`src/hdl/mrdac_pkg.sv`:
```
// constants for the monitor result and dac code register bank
`default_nettype none
package mrdac_pkg;

  // register indices; byte address is four times the index
  localparam logic [5:0] IDX_INT_LOW   = 6'h03;
  localparam logic [5:0] IDX_RES_LOW   = 6'h04;
  localparam logic [5:0] IDX_INT_TEMP  = 6'h07;
  localparam logic [5:0] IDX_EXT_IN1   = 6'h08;
  localparam logic [5:0] IDX_IN2       = 6'h09;
  localparam logic [5:0] IDX_IN3       = 6'h0a;
  localparam logic [5:0] IDX_IN4       = 6'h0b;
  localparam logic [5:0] IDX_DACA_LO   = 6'h10;
  localparam logic [5:0] IDX_DACA_HI   = 6'h11;
  localparam logic [5:0] IDX_DACB_LO   = 6'h12;
  localparam logic [5:0] IDX_DACB_HI   = 6'h13;
  localparam logic [5:0] IDX_INPUT_SEL = 6'h18;

  // input select field codes and position
  localparam logic [1:0] SEL_INPUTS    = 2'h0;
  localparam logic [1:0] SEL_EXT_DIODE = 2'h2;
  localparam logic [1:0] SEL_RESET     = SEL_INPUTS;
  localparam int         SEL_POS       = 1;

  // result channel codes from the converter
  localparam logic [2:0] CH_INT_TEMP = 3'h0;
  localparam logic [2:0] CH_EXT_TEMP = 3'h1;
  localparam logic [2:0] CH_IN1      = 3'h2;
  localparam logic [2:0] CH_IN2      = 3'h3;
  localparam logic [2:0] CH_IN3      = 3'h4;
  localparam logic [2:0] CH_IN4      = 3'h5;

  // result storage slots
  localparam int         NUM_SLOTS = 5;
  localparam logic [2:0] SLOT_INT  = 3'h0;
  localparam logic [2:0] SLOT_EXT  = 3'h1;
  localparam logic [2:0] SLOT_IN2  = 3'h2;
  localparam logic [2:0] SLOT_IN3  = 3'h3;
  localparam logic [2:0] SLOT_IN4  = 3'h4;
  localparam logic [2:0] SLOT_NONE = 3'h7;

  // widths and reset values
  localparam int         RESULT_W      = 10;
  localparam int         DAC_BITS_DFLT = 12;
  localparam logic [7:0] RESET_BYTE    = 8'h00;

endpackage : mrdac_pkg
`default_nettype wire

```
`src/hdl/mrdac_dac_chan.sv`:
```
// one dac channel: low and high code registers and the channel code
`default_nettype none
module mrdac_dac_chan
#(
  parameter int DAC_BITS = mrdac_pkg::DAC_BITS_DFLT
)
(
  // clock and reset
  input  wire logic                mclk,
  input  wire logic                resetn,
  // register writes
  input  wire logic                wrLow,
  input  wire logic                wrHigh,
  input  wire logic [7:0]          wdata,
  // register read-back and code
  output logic      [7:0]          lowByte,
  output logic      [7:0]          highByte,
  output logic      [DAC_BITS-1:0] code
);

  localparam int LOW_W = DAC_BITS - 8;

  logic [LOW_W-1:0] low_q;
  logic [LOW_W-1:0] low_d;
  logic [7:0]       high_q;
  logic [7:0]       high_d;

  // low bits live in the top of the low register
  always_comb
  begin
    low_d  = wrLow ? wdata[7 -: LOW_W] : low_q;
    high_d = wrHigh ? wdata : high_q;
  end

  // code registers, zero at power-up so the output starts at 0 v
  always_ff @(posedge mclk or negedge resetn)
  begin
    if (!resetn)
    begin
      low_q  <= mrdac_pkg::RESET_BYTE[7 -: LOW_W];
      high_q <= mrdac_pkg::RESET_BYTE;
    end
    else
    begin
      low_q  <= low_d;
      high_q <= high_d;
    end
  end

  // unused low bits read zero
  assign lowByte  = {low_q, {(8 - LOW_W){1'b0}}};
  assign highByte = high_q;
  assign code     = {high_q, low_q};
endmodule : mrdac_dac_chan
`default_nettype wire

```
`src/hdl/mrdac_regs.sv`:
```
// apb register bank holding conversion results and dac a/b codes
`default_nettype none
// How it works
// - internal temperature high byte at 0x07
// - 0x08 holds external or input one
// - select code 00 inputs, 10 diode
// - diode result stored at 0x08 when selected
// - input two low bits at 0x04 D3:D2
// - input three low bits at 0x04 D5:D4
// - input four low bits at 0x04 D7:D6
// - dac low bits in top of register
// - high byte above low bits drives output
// - everything resets to zero, outputs 0 v
// - dac a 0x10/0x11, dac b 0x12/0x13
module mrdac_regs
#(
  parameter int DAC_BITS = mrdac_pkg::DAC_BITS_DFLT
)
(
  // clock and reset
  input  wire logic                mclk,
  input  wire logic                resetn,
  // apb slave
  input  wire logic                psel,
  input  wire logic                penable,
  input  wire logic                pwrite,
  input  wire logic [7:0]          paddr,
  input  wire logic [31:0]         pwdata,
  input  wire logic [3:0]          pstrb,
  output logic      [31:0]         prdata,
  output logic                     pready,
  output logic                     pslverr,
  // conversion results from the converter
  input  wire logic                resValid,
  input  wire logic [2:0]          resChannel,
  input  wire logic [9:0]          resValue,
  // analog side
  output logic      [1:0]          inputSelectField,
  output logic      [DAC_BITS-1:0] dacOutputA,
  output logic      [DAC_BITS-1:0] dacOutputB
);

  // true for every index that answers without error
  function automatic logic isMapped(input logic [5:0] idx);
    unique case (idx)
      mrdac_pkg::IDX_INT_LOW,
      mrdac_pkg::IDX_RES_LOW,
      mrdac_pkg::IDX_INT_TEMP,
      mrdac_pkg::IDX_EXT_IN1,
      mrdac_pkg::IDX_IN2,
      mrdac_pkg::IDX_IN3,
      mrdac_pkg::IDX_IN4,
      mrdac_pkg::IDX_DACA_LO,
      mrdac_pkg::IDX_DACA_HI,
      mrdac_pkg::IDX_DACB_LO,
      mrdac_pkg::IDX_DACB_HI,
      mrdac_pkg::IDX_INPUT_SEL: return 1'b1;
      default:                  return 1'b0;
    endcase
  endfunction : isMapped

  // true for the read-only result indices
  function automatic logic isResult(input logic [5:0] idx);
    return idx == mrdac_pkg::IDX_INT_LOW || idx == mrdac_pkg::IDX_RES_LOW
        || (idx >= mrdac_pkg::IDX_INT_TEMP && idx <= mrdac_pkg::IDX_IN4);
  endfunction : isResult

  // storage slot for a channel under the current input selection
  function automatic logic [2:0] resultSlot(input logic [2:0] ch,
                                            input logic [1:0] sel);
    case (ch)
      mrdac_pkg::CH_INT_TEMP: return mrdac_pkg::SLOT_INT;
      mrdac_pkg::CH_EXT_TEMP:
        return (sel == mrdac_pkg::SEL_EXT_DIODE) ? mrdac_pkg::SLOT_EXT
                                                 : mrdac_pkg::SLOT_NONE;
      mrdac_pkg::CH_IN1:
        return (sel == mrdac_pkg::SEL_INPUTS) ? mrdac_pkg::SLOT_EXT
                                              : mrdac_pkg::SLOT_NONE;
      mrdac_pkg::CH_IN2:      return mrdac_pkg::SLOT_IN2;
      mrdac_pkg::CH_IN3:      return mrdac_pkg::SLOT_IN3;
      mrdac_pkg::CH_IN4:      return mrdac_pkg::SLOT_IN4;
      default:                return mrdac_pkg::SLOT_NONE;
    endcase
  endfunction : resultSlot

  localparam int SLOTS = mrdac_pkg::NUM_SLOTS;
  localparam int RW    = mrdac_pkg::RESULT_W;

  logic [5:0]            idx;
  logic                  aligned;
  logic                  setupPh;
  logic                  accessPh;
  logic                  wrEn;
  logic [2:0]            slot;
  logic [SLOTS-1:0][RW-1:0] res_q;
  logic [SLOTS-1:0][RW-1:0] res_d;
  logic [1:0]            sel_q;
  logic [1:0]            sel_d;
  logic [1:0]            selWr;
  logic [31:0]           prdata_q;
  logic [31:0]           prdata_d;
  logic                  err_q;
  logic                  err_d;
  logic [7:0]            rdByte;
  logic [7:0]            dacALow;
  logic [7:0]            dacAHigh;
  logic [7:0]            dacBLow;
  logic [7:0]            dacBHigh;

  // apb phase and address decode
  assign idx      = paddr[7:2];
  assign aligned  = paddr[1:0] == 2'h0;
  assign setupPh  = psel && !penable;
  assign accessPh = psel && penable;
  assign wrEn     = accessPh && pwrite && aligned && pstrb[0];
  assign pready   = 1'b1;  // zero wait states
  assign slot     = resultSlot(resChannel, sel_q);
  assign selWr    = pwdata[mrdac_pkg::SEL_POS +: 2];

  // result capture; only the converter loads results, never the bus
  always_comb
  begin
    res_d = res_q;
    if (resValid && slot != mrdac_pkg::SLOT_NONE)
    begin
      res_d[slot] = resValue;
    end
  end

  always_ff @(posedge mclk or negedge resetn)
  begin
    if (!resetn)
    begin
      res_q <= '0;
    end
    else
    begin
      res_q <= res_d;
    end
  end

  // input select field; undefined codes are dropped
  always_comb
  begin
    sel_d = sel_q;
    if (wrEn && idx == mrdac_pkg::IDX_INPUT_SEL
        && (selWr == mrdac_pkg::SEL_INPUTS || selWr == mrdac_pkg::SEL_EXT_DIODE))
    begin
      sel_d = selWr;
    end
  end

  always_ff @(posedge mclk or negedge resetn)
  begin
    if (!resetn)
    begin
      sel_q <= mrdac_pkg::SEL_RESET;
    end
    else
    begin
      sel_q <= sel_d;
    end
  end

  assign inputSelectField = sel_q;

  // dac channels a and b
  mrdac_dac_chan #(
    .DAC_BITS (DAC_BITS)
  ) u_dac_a (
    .mclk     (mclk),
    .resetn   (resetn),
    .wrLow    (wrEn && idx == mrdac_pkg::IDX_DACA_LO),
    .wrHigh   (wrEn && idx == mrdac_pkg::IDX_DACA_HI),
    .wdata    (pwdata[7:0]),
    .lowByte  (dacALow),
    .highByte (dacAHigh),
    .code     (dacOutputA)
  );

  mrdac_dac_chan #(
    .DAC_BITS (DAC_BITS)
  ) u_dac_b (
    .mclk     (mclk),
    .resetn   (resetn),
    .wrLow    (wrEn && idx == mrdac_pkg::IDX_DACB_LO),
    .wrHigh   (wrEn && idx == mrdac_pkg::IDX_DACB_HI),
    .wdata    (pwdata[7:0]),
    .lowByte  (dacBLow),
    .highByte (dacBHigh),
    .code     (dacOutputB)
  );

  // read multiplexer; high bytes carry value bits 9:2
  always_comb
  begin
    rdByte = 8'h00;
    case (idx)
      mrdac_pkg::IDX_INT_LOW:   rdByte = {6'h00, res_q[mrdac_pkg::SLOT_INT][1:0]};
      mrdac_pkg::IDX_RES_LOW:   rdByte = {res_q[mrdac_pkg::SLOT_IN4][1:0],
                                          res_q[mrdac_pkg::SLOT_IN3][1:0],
                                          res_q[mrdac_pkg::SLOT_IN2][1:0],
                                          res_q[mrdac_pkg::SLOT_EXT][1:0]};
      mrdac_pkg::IDX_INT_TEMP:  rdByte = res_q[mrdac_pkg::SLOT_INT][9:2];
      mrdac_pkg::IDX_EXT_IN1:   rdByte = res_q[mrdac_pkg::SLOT_EXT][9:2];
      mrdac_pkg::IDX_IN2:       rdByte = res_q[mrdac_pkg::SLOT_IN2][9:2];
      mrdac_pkg::IDX_IN3:       rdByte = res_q[mrdac_pkg::SLOT_IN3][9:2];
      mrdac_pkg::IDX_IN4:       rdByte = res_q[mrdac_pkg::SLOT_IN4][9:2];
      mrdac_pkg::IDX_DACA_LO:   rdByte = dacALow;
      mrdac_pkg::IDX_DACA_HI:   rdByte = dacAHigh;
      mrdac_pkg::IDX_DACB_LO:   rdByte = dacBLow;
      mrdac_pkg::IDX_DACB_HI:   rdByte = dacBHigh;
      mrdac_pkg::IDX_INPUT_SEL: rdByte = {5'h00, sel_q, 1'b0};
      default:                  rdByte = 8'h00;
    endcase
  end

  // read data and error are captured in the setup cycle
  always_comb
  begin
    prdata_d = prdata_q;
    err_d    = accessPh ? err_q : 1'b0;
    if (setupPh)
    begin
      prdata_d = pwrite ? 32'h0000_0000 : {24'h00_0000, rdByte};
      err_d    = !(aligned && isMapped(idx));
    end
  end

  always_ff @(posedge mclk or negedge resetn)
  begin
    if (!resetn)
    begin
      prdata_q <= 32'h0000_0000;
      err_q    <= 1'b0;
    end
    else
    begin
      prdata_q <= prdata_d;
      err_q    <= err_d;
    end
  end

  assign prdata  = prdata_q;
  assign pslverr = err_q && accessPh;
endmodule : mrdac_regs
`default_nettype wire

```
`config.mk`:
```
export PLATFORM = sky130hd
export DESIGN_NAME = mrdac_regs
export DESIGN_NICKNAME = d
export VERILOG_FILES = /design/src/hdl/mrdac_pkg.sv /design/src/hdl/mrdac_dac_chan.sv /design/src/hdl/mrdac_regs.sv
export SDC_FILE = /design/constraint.sdc
export NUM_CORES = 1
export LEC_CHECK = 0
export ABC_AREA = 0
export BUFFER_PORTS_ARGS = -buffer_cell sky130_fd_sc_hd__buf_4
export CAP_MARGIN = 20
export CORE_MARGIN = 2
export CORE_UTILIZATION = 45
export DETAILED_ROUTE_END_ITERATION = 12
export PLACE_DENSITY = 0.77
export SYNTH_ARGS = -nofsm -noshare
export SYNTH_HDL_FRONTEND = slang
export SYNTH_SLANG_ARGS = --single-unit
```
`constraint.sdc`:
```
create_clock -name mclk -period 2 [get_ports mclk]
set_input_delay 0.3 -clock mclk [delete_from_list [all_inputs] [get_ports mclk]]
set_output_delay 0.3 -clock mclk [all_outputs]
set_load 0.02 [all_outputs]
```
# --- Yosys cells after proc, flatten, opt, wreduce, memory -nomap -nowiden ---
# Memory sizes are Yosys's and may differ from the RTL's.
# Cells that the tools add are included.
word_totals:
  memories: 1
  in_bits: 63
  out_inout_bits: 60
  register_bits: 109
  mem_bits_ro: 32
  elab_cells: 70
mem_list:
  columns: ["name", "depth", "width", "rd", "rd_clocked_by_memory_dff", "wr", "line_no", "text"]
  rows:
  - ["(name not given)", 32, 1, 1, 0, 0, "mrdac_regs.sv:45", "unique case (idx)"]
classes:
  n_reduce_logical: 22
  n_mux: 12
  n_lt_le_gt_ge: 2
  n_eq_ne: 21
ops:
  columns: ["op", "count"]
  rows:
  - ["$pmux 8 s12", 1]
  - ["$bwmux 50", 1]
  - ["$demux 10 s3", 1]
  - ["$eq 6x5->1 const B", 5]
  - ["$eq 6x4->1 const B", 4]
  - ["$pmux 3 s6", 1]
  - ["$logic_and 1x1->1", 15]
  - ["$eq 6x3->1 const B", 2]
  - ["$mux 10", 1]
  - ["$mux 8", 1]
  - ["$eq 3x2->1 const B", 2]
  - ["$eq 3x3->1 const B", 2]
  - ["$eq 6x2->1 const B", 1]
  - ["$logic_not 2->1", 3]
  - ["$mux 3", 2]
  - ["$eq 2x2->1 const B", 2]
  - ["$lt 3x4->1 const B", 1]
  - ["$mux 1", 4]
  - ["$eq 3x1->1 const B", 1]
  - ["$ge 3x1->1 const B", 1]
  - ["$logic_not 3->1", 1]
  - ["$ne 3x3->1 const B", 1]
  - ["$logic_not 1->1", 2]
  - ["$ne 2x2->1 const B", 1]
  - ["$logic_or 1x1->1", 1]

# --- Longest topological paths before layout ---
depth:
  word_depth: 8
  depth_mapped: 8
  ltp_nobuf: 7

# --- Cells and area by module ---
# A second synthesis with hierarchy kept.
unflattened:
  hier_cells: 384
  hier_area_um2: 4604.4
modules_own_cells:
  columns: ["module", "area_each_um2", "instances", "cells_per_inst"]
  rows:
  - ["mrdac_regs", 3403.3, 1, 300]
  - ["mrdac_dac_chan", 600.6, 2, 42]

# --- Worst setup path before layout ---
# No wires, ideal clock.
synth_path:
  kind: "input-to-reg"
  from: "in paddr[2]"
  to: "reg prdata_q[7], in the netlist prdata[7]"
  slack_ns: 0.295
  cell_stages: 8
  path_buffers: 1
  setup_time_ns: 0.130
  arrival_time_ns: 1.575
  path_cell_list: "inv_1 ha_1 and2_1 clkbuf_1 and3_1 a2111o_1 nor3_1 o21ai_1"
synth_via:
  elab_chain_len: 3
synth_rtl:
  columns: ["element", "line_no", "text"]
  rows:
  - ["start, declared", "mrdac_regs.sv:27", "input wire logic [7:0] paddr,"]
  - ["$eq 6x5->1, or another cell as far along", "mrdac_regs.sv:198", "case (idx)"]
  - ["$pmux 8 s12 *", "mrdac_regs.sv:198", null]
  - ["$mux 8 *", "mrdac_regs.sv:225", "prdata_d = pwrite ? 32'h0000_0000 : {24'h00_0000, rdByte};"]
  - ["end signal, assigned", "mrdac_regs.sv:239", "prdata_q <= prdata_d;"]
  - ["end, declared", "mrdac_regs.sv:100", "logic [31:0] prdata_q;"]
# Every way passes the cells marked *; elsewhere a longest branch is shown, timed or not.
# A chain may end at the register's enable or synchronous reset.

# --- Worst setup path after layout ---
layout_path:
  from: "in paddr[2]"
  to: "reg prdata_q[3], in the netlist prdata[3]"
# The elaborated chain is that of the path after synthesis.

==> flow_summary.yaml <==
status:
  status: "completed"
layout:
  antenna-diode-count: 0
  utilization: 0.572
  seq_area_um2: 2130
  fillCellCount: 767
  nets: 516
  drive_above_1_share: 0.452
  multi_input_area_um2: 2020
  area_growth_pct: 22.5
synth:
  syn_area_um2: 4360
  synthArstFlopShare: 1.00
  yosysSeqAreaShare: 0.488
  synth_cells: 355
  syn_area_per_cell_um2: 12.3
  synth.lib_cells_used.distinct: 51
  yosysWarnings: 0
  synth_top_flop_cell: "dfrtp_1"
  synth-edff-count: 0
  synth-seq-cells: 85
critical_path:
  worstPathMaxFanout: 6
  cp.required_ns: 2.23
  path_class: "in2reg"
  start_kind: "input pin"
  crit_arrival_ns: 1.93
  critPathCaptureType: "flip-flop"
sta:
  hold_viol: 0
  slew_violations: 0
  period_share: 0.848
  period_needed_ns: 1.70
  finalClockSkew_ns: 0.0122
  fmax_mhz: 590
  relSlewSlack: 0.600
  worst_pin_slew_ns: 0.599
  setup_viol: 0
  whs_ns: 0.177
  rsz0062_at_grt: "false"
  setup_tns_ns: 0
power_and_ir_drop:
  powerDensity_nw_per_um2: 740
  p_leak_uw: 0.00258
  finalPower_uw: 3950
  vdd_ir_drop_max_v: 0.000352
floorplanning:
  dieWidth_um: 102
  die_h_um: 102
  num_rows: 35
  die_area_um2: 10500
  core-area_um2: 9330
  ios: 123
  start_util: 0.467
place:
  portBuffers: 70
  globalplace.congestion: 0.888
  dpl.hpwl_um: 8190
worst_hold_path:
  hold_path_class: "in2reg"
clocking:
  htreeDepth: 3
  cts_sinks: 85
  clkSlewWorstSetupHoldPaths_ns: 0.08
  cts_buffers: 9
  cts_setup_buffers: 0
  clk_path_buf_depth: 2
  cts-root-buf: "clkbuf_8"
  tritoncts: "done"
  insertion_delay_ns: 0.36
routing:
  ant_nets: 0
  wl_per_cell_um: 19.4
  first_pass_iters: 5
  vias_per_cell: 5.70
  drtIter0Drc: 337
  routed_wl_um: 11300
  num_vias: 3321
  drc: 0
run:
  maxCapViolations: 0
global_route:
  antenna_found_initial: 0
  groute.usage.overall: 0.220
  grt_pass1_wl_um: 17200
  grt_pass1_vias: 3163
  grt_start_max_net_pins: 39
  grt_remaining_overflow: 0
routing by layer:
metal | GRT usage | vias up | part of all wire
met5 | 0 | - | 0
met4 | 0.0882 | 0 | 0.023
met3 | 0.0363 | 25 | 0.069
met2 | 0.334 | 168 | 0.46
met1 | 0.316 | 1673 | 0.44
li1 | - | 1455 | -
synth_stat cells, types with 3 or more instances:
| cell type | count | area (um^2) |
|---|---|---|
| nand2b_1 | 3 | 18.8 |
| ha_1 | 4 | 50.1 |
| nor2_1 | 5 | 18.8 |
| a221oi_1 | 3 | 26.3 |
| nand2_1 | 18 | 67.6 |
| buf_4 | 30 | 225 |
| nand3_1 | 12 | 60.1 |
| and2_1 | 5 | 31.3 |
| mux2_4 | 8 | 120 |
| a32oi_1 | 8 | 70.1 |
| a22o_1 | 6 | 52.6 |
| nand4b_1 | 3 | 26.3 |
| inv_1 | 4 | 15.0 |
| and3_1 | 15 | 93.8 |
| nor2b_1 | 4 | 25.0 |
| a22oi_1 | 8 | 60.1 |
| o21ai_1 | 7 | 35.0 |
| a32o_1 | 4 | 40.0 |
| mux2_2 | 67 | 754 |
| o21ai_0 | 5 | 25.0 |
| clkbuf_1 | 9 | 33.8 |
| dfrtp_1 | 85 | 2130 |
area by class of cell:
class                   instances  area share
inverters                       4     0.00281
clock inverters                 4      0.0103
repair buffers                103       0.150
multi-input cells             246       0.379
flip-flops and latches         85       0.398
clock buffers                  12      0.0291
well taps                     129      0.0302
per-stage QoR:
stage / cells / instance area (um^2) / worst slack [ns]
floorplan: 378 / 4440 / 0.295
global placement: 566 / 5120 / -0.0118
detailed placement: 566 / 5120 / -0.0416
CTS: 583 / 5340 / 0.322
global route: 583 / 5340 / 0.235
finish: 583 / 5340 / 0.305
final timing paths:
path	startpoint	cells after the start	slack [ns]	to
max in group asynchronous	resetn	3	0.94	u_dac_a.highByte[1]$_DFFE_PN0P_
worst min-delay path	pwdata[3]	2	0.18	u_dac_a.highByte[3]$_DFFE_PN0P_
worst max register to register	inputSelectField[1]$_DFFE_PN0P_	4	0.49	res_q[17]$_DFFE_PN0P_
min in group asynchronous	resetn	2	0.45	u_dac_a.highByte[4]$_DFFE_PN0P_
worst min register to register	prdata[0]$_DFFE_PN0P_	2	0.50	prdata[0]$_DFFE_PN0P_
worst max-delay path	paddr[2]	8	0.30	prdata[3]$_DFFE_PN0P_
state kept, by name (all words and copies together) (netlist names):
signal,count
u_dac_a.highByte,8
err_q,1
u_dac_a.low_q,4
prdata,8
inputSelectField,2
res_q,50
u_dac_b.highByte,8
u_dac_b.low_q,4
logic make-up after synthesis:
| group | Yosys count | synth area share |
|---|---|---|
| buffers and inverters | 47 | 0.0703 |
| other | 2 | 0.00172 |
| AOI/OAI and AO/OA | 55 | 0.0968 |
| adders and majority gates | 4 | 0.0115 |
| DFF | 85 | 0.488 |
| muxes | 76 | 0.203 |
| and+or+nand+nor | 86 | 0.128 |
repair_timing:
item                       4_1_cts  5_1_grt
hold endpoints to repair        36        0
setup endpoints to repair        0        0
hold buffers                     1        0
gates resized for setup          0        0
cell usage in the layout, fill, tap and decap left out, types with 2 or more instances in the layout:
master	count
buf_4	100
dfrtp_1	85
mux2_2	67
conb_1	25
nand2_1	18
and3_1	15
nand3_1	12
clkbuf_8	11
a22oi_1	8
a32oi_1	8
mux2_4	8
o21ai_1	7
a22o_1	6
nor2_1	5
and2_1	5
o21ai_0	5
inv_1	4
nor2b_1	4
a32o_1	4
ha_1	4
nand2b_1	3
a221oi_1	3
nand4b_1	3
a31oi_1	2
nor4b_4	2
o21ai_2	2
nor3_2	2
nor4_1	2
o22ai_1	2
nor3_1	2
a2111oi_0	2
nor3b_1	2
nand2_4	2
buf_12	2
critical path, stage by stage:
cell and delay (ns):
buf_4 0.12, ha_1 0.24, nor2b_1 0.18, buf_12 0.15
and3_1 0.17, a2111oi_0 0.40, and3_1 0.29, o21ai_1 0.08
power by group:
part           leakage (uW)  internal (uW)  switching, uW
Combinational       0.00139            308            289
Clock              0.000103            653            626
Sequential          0.00109           1950            125
No activity file was read; power rests on OpenSTA's default activity.
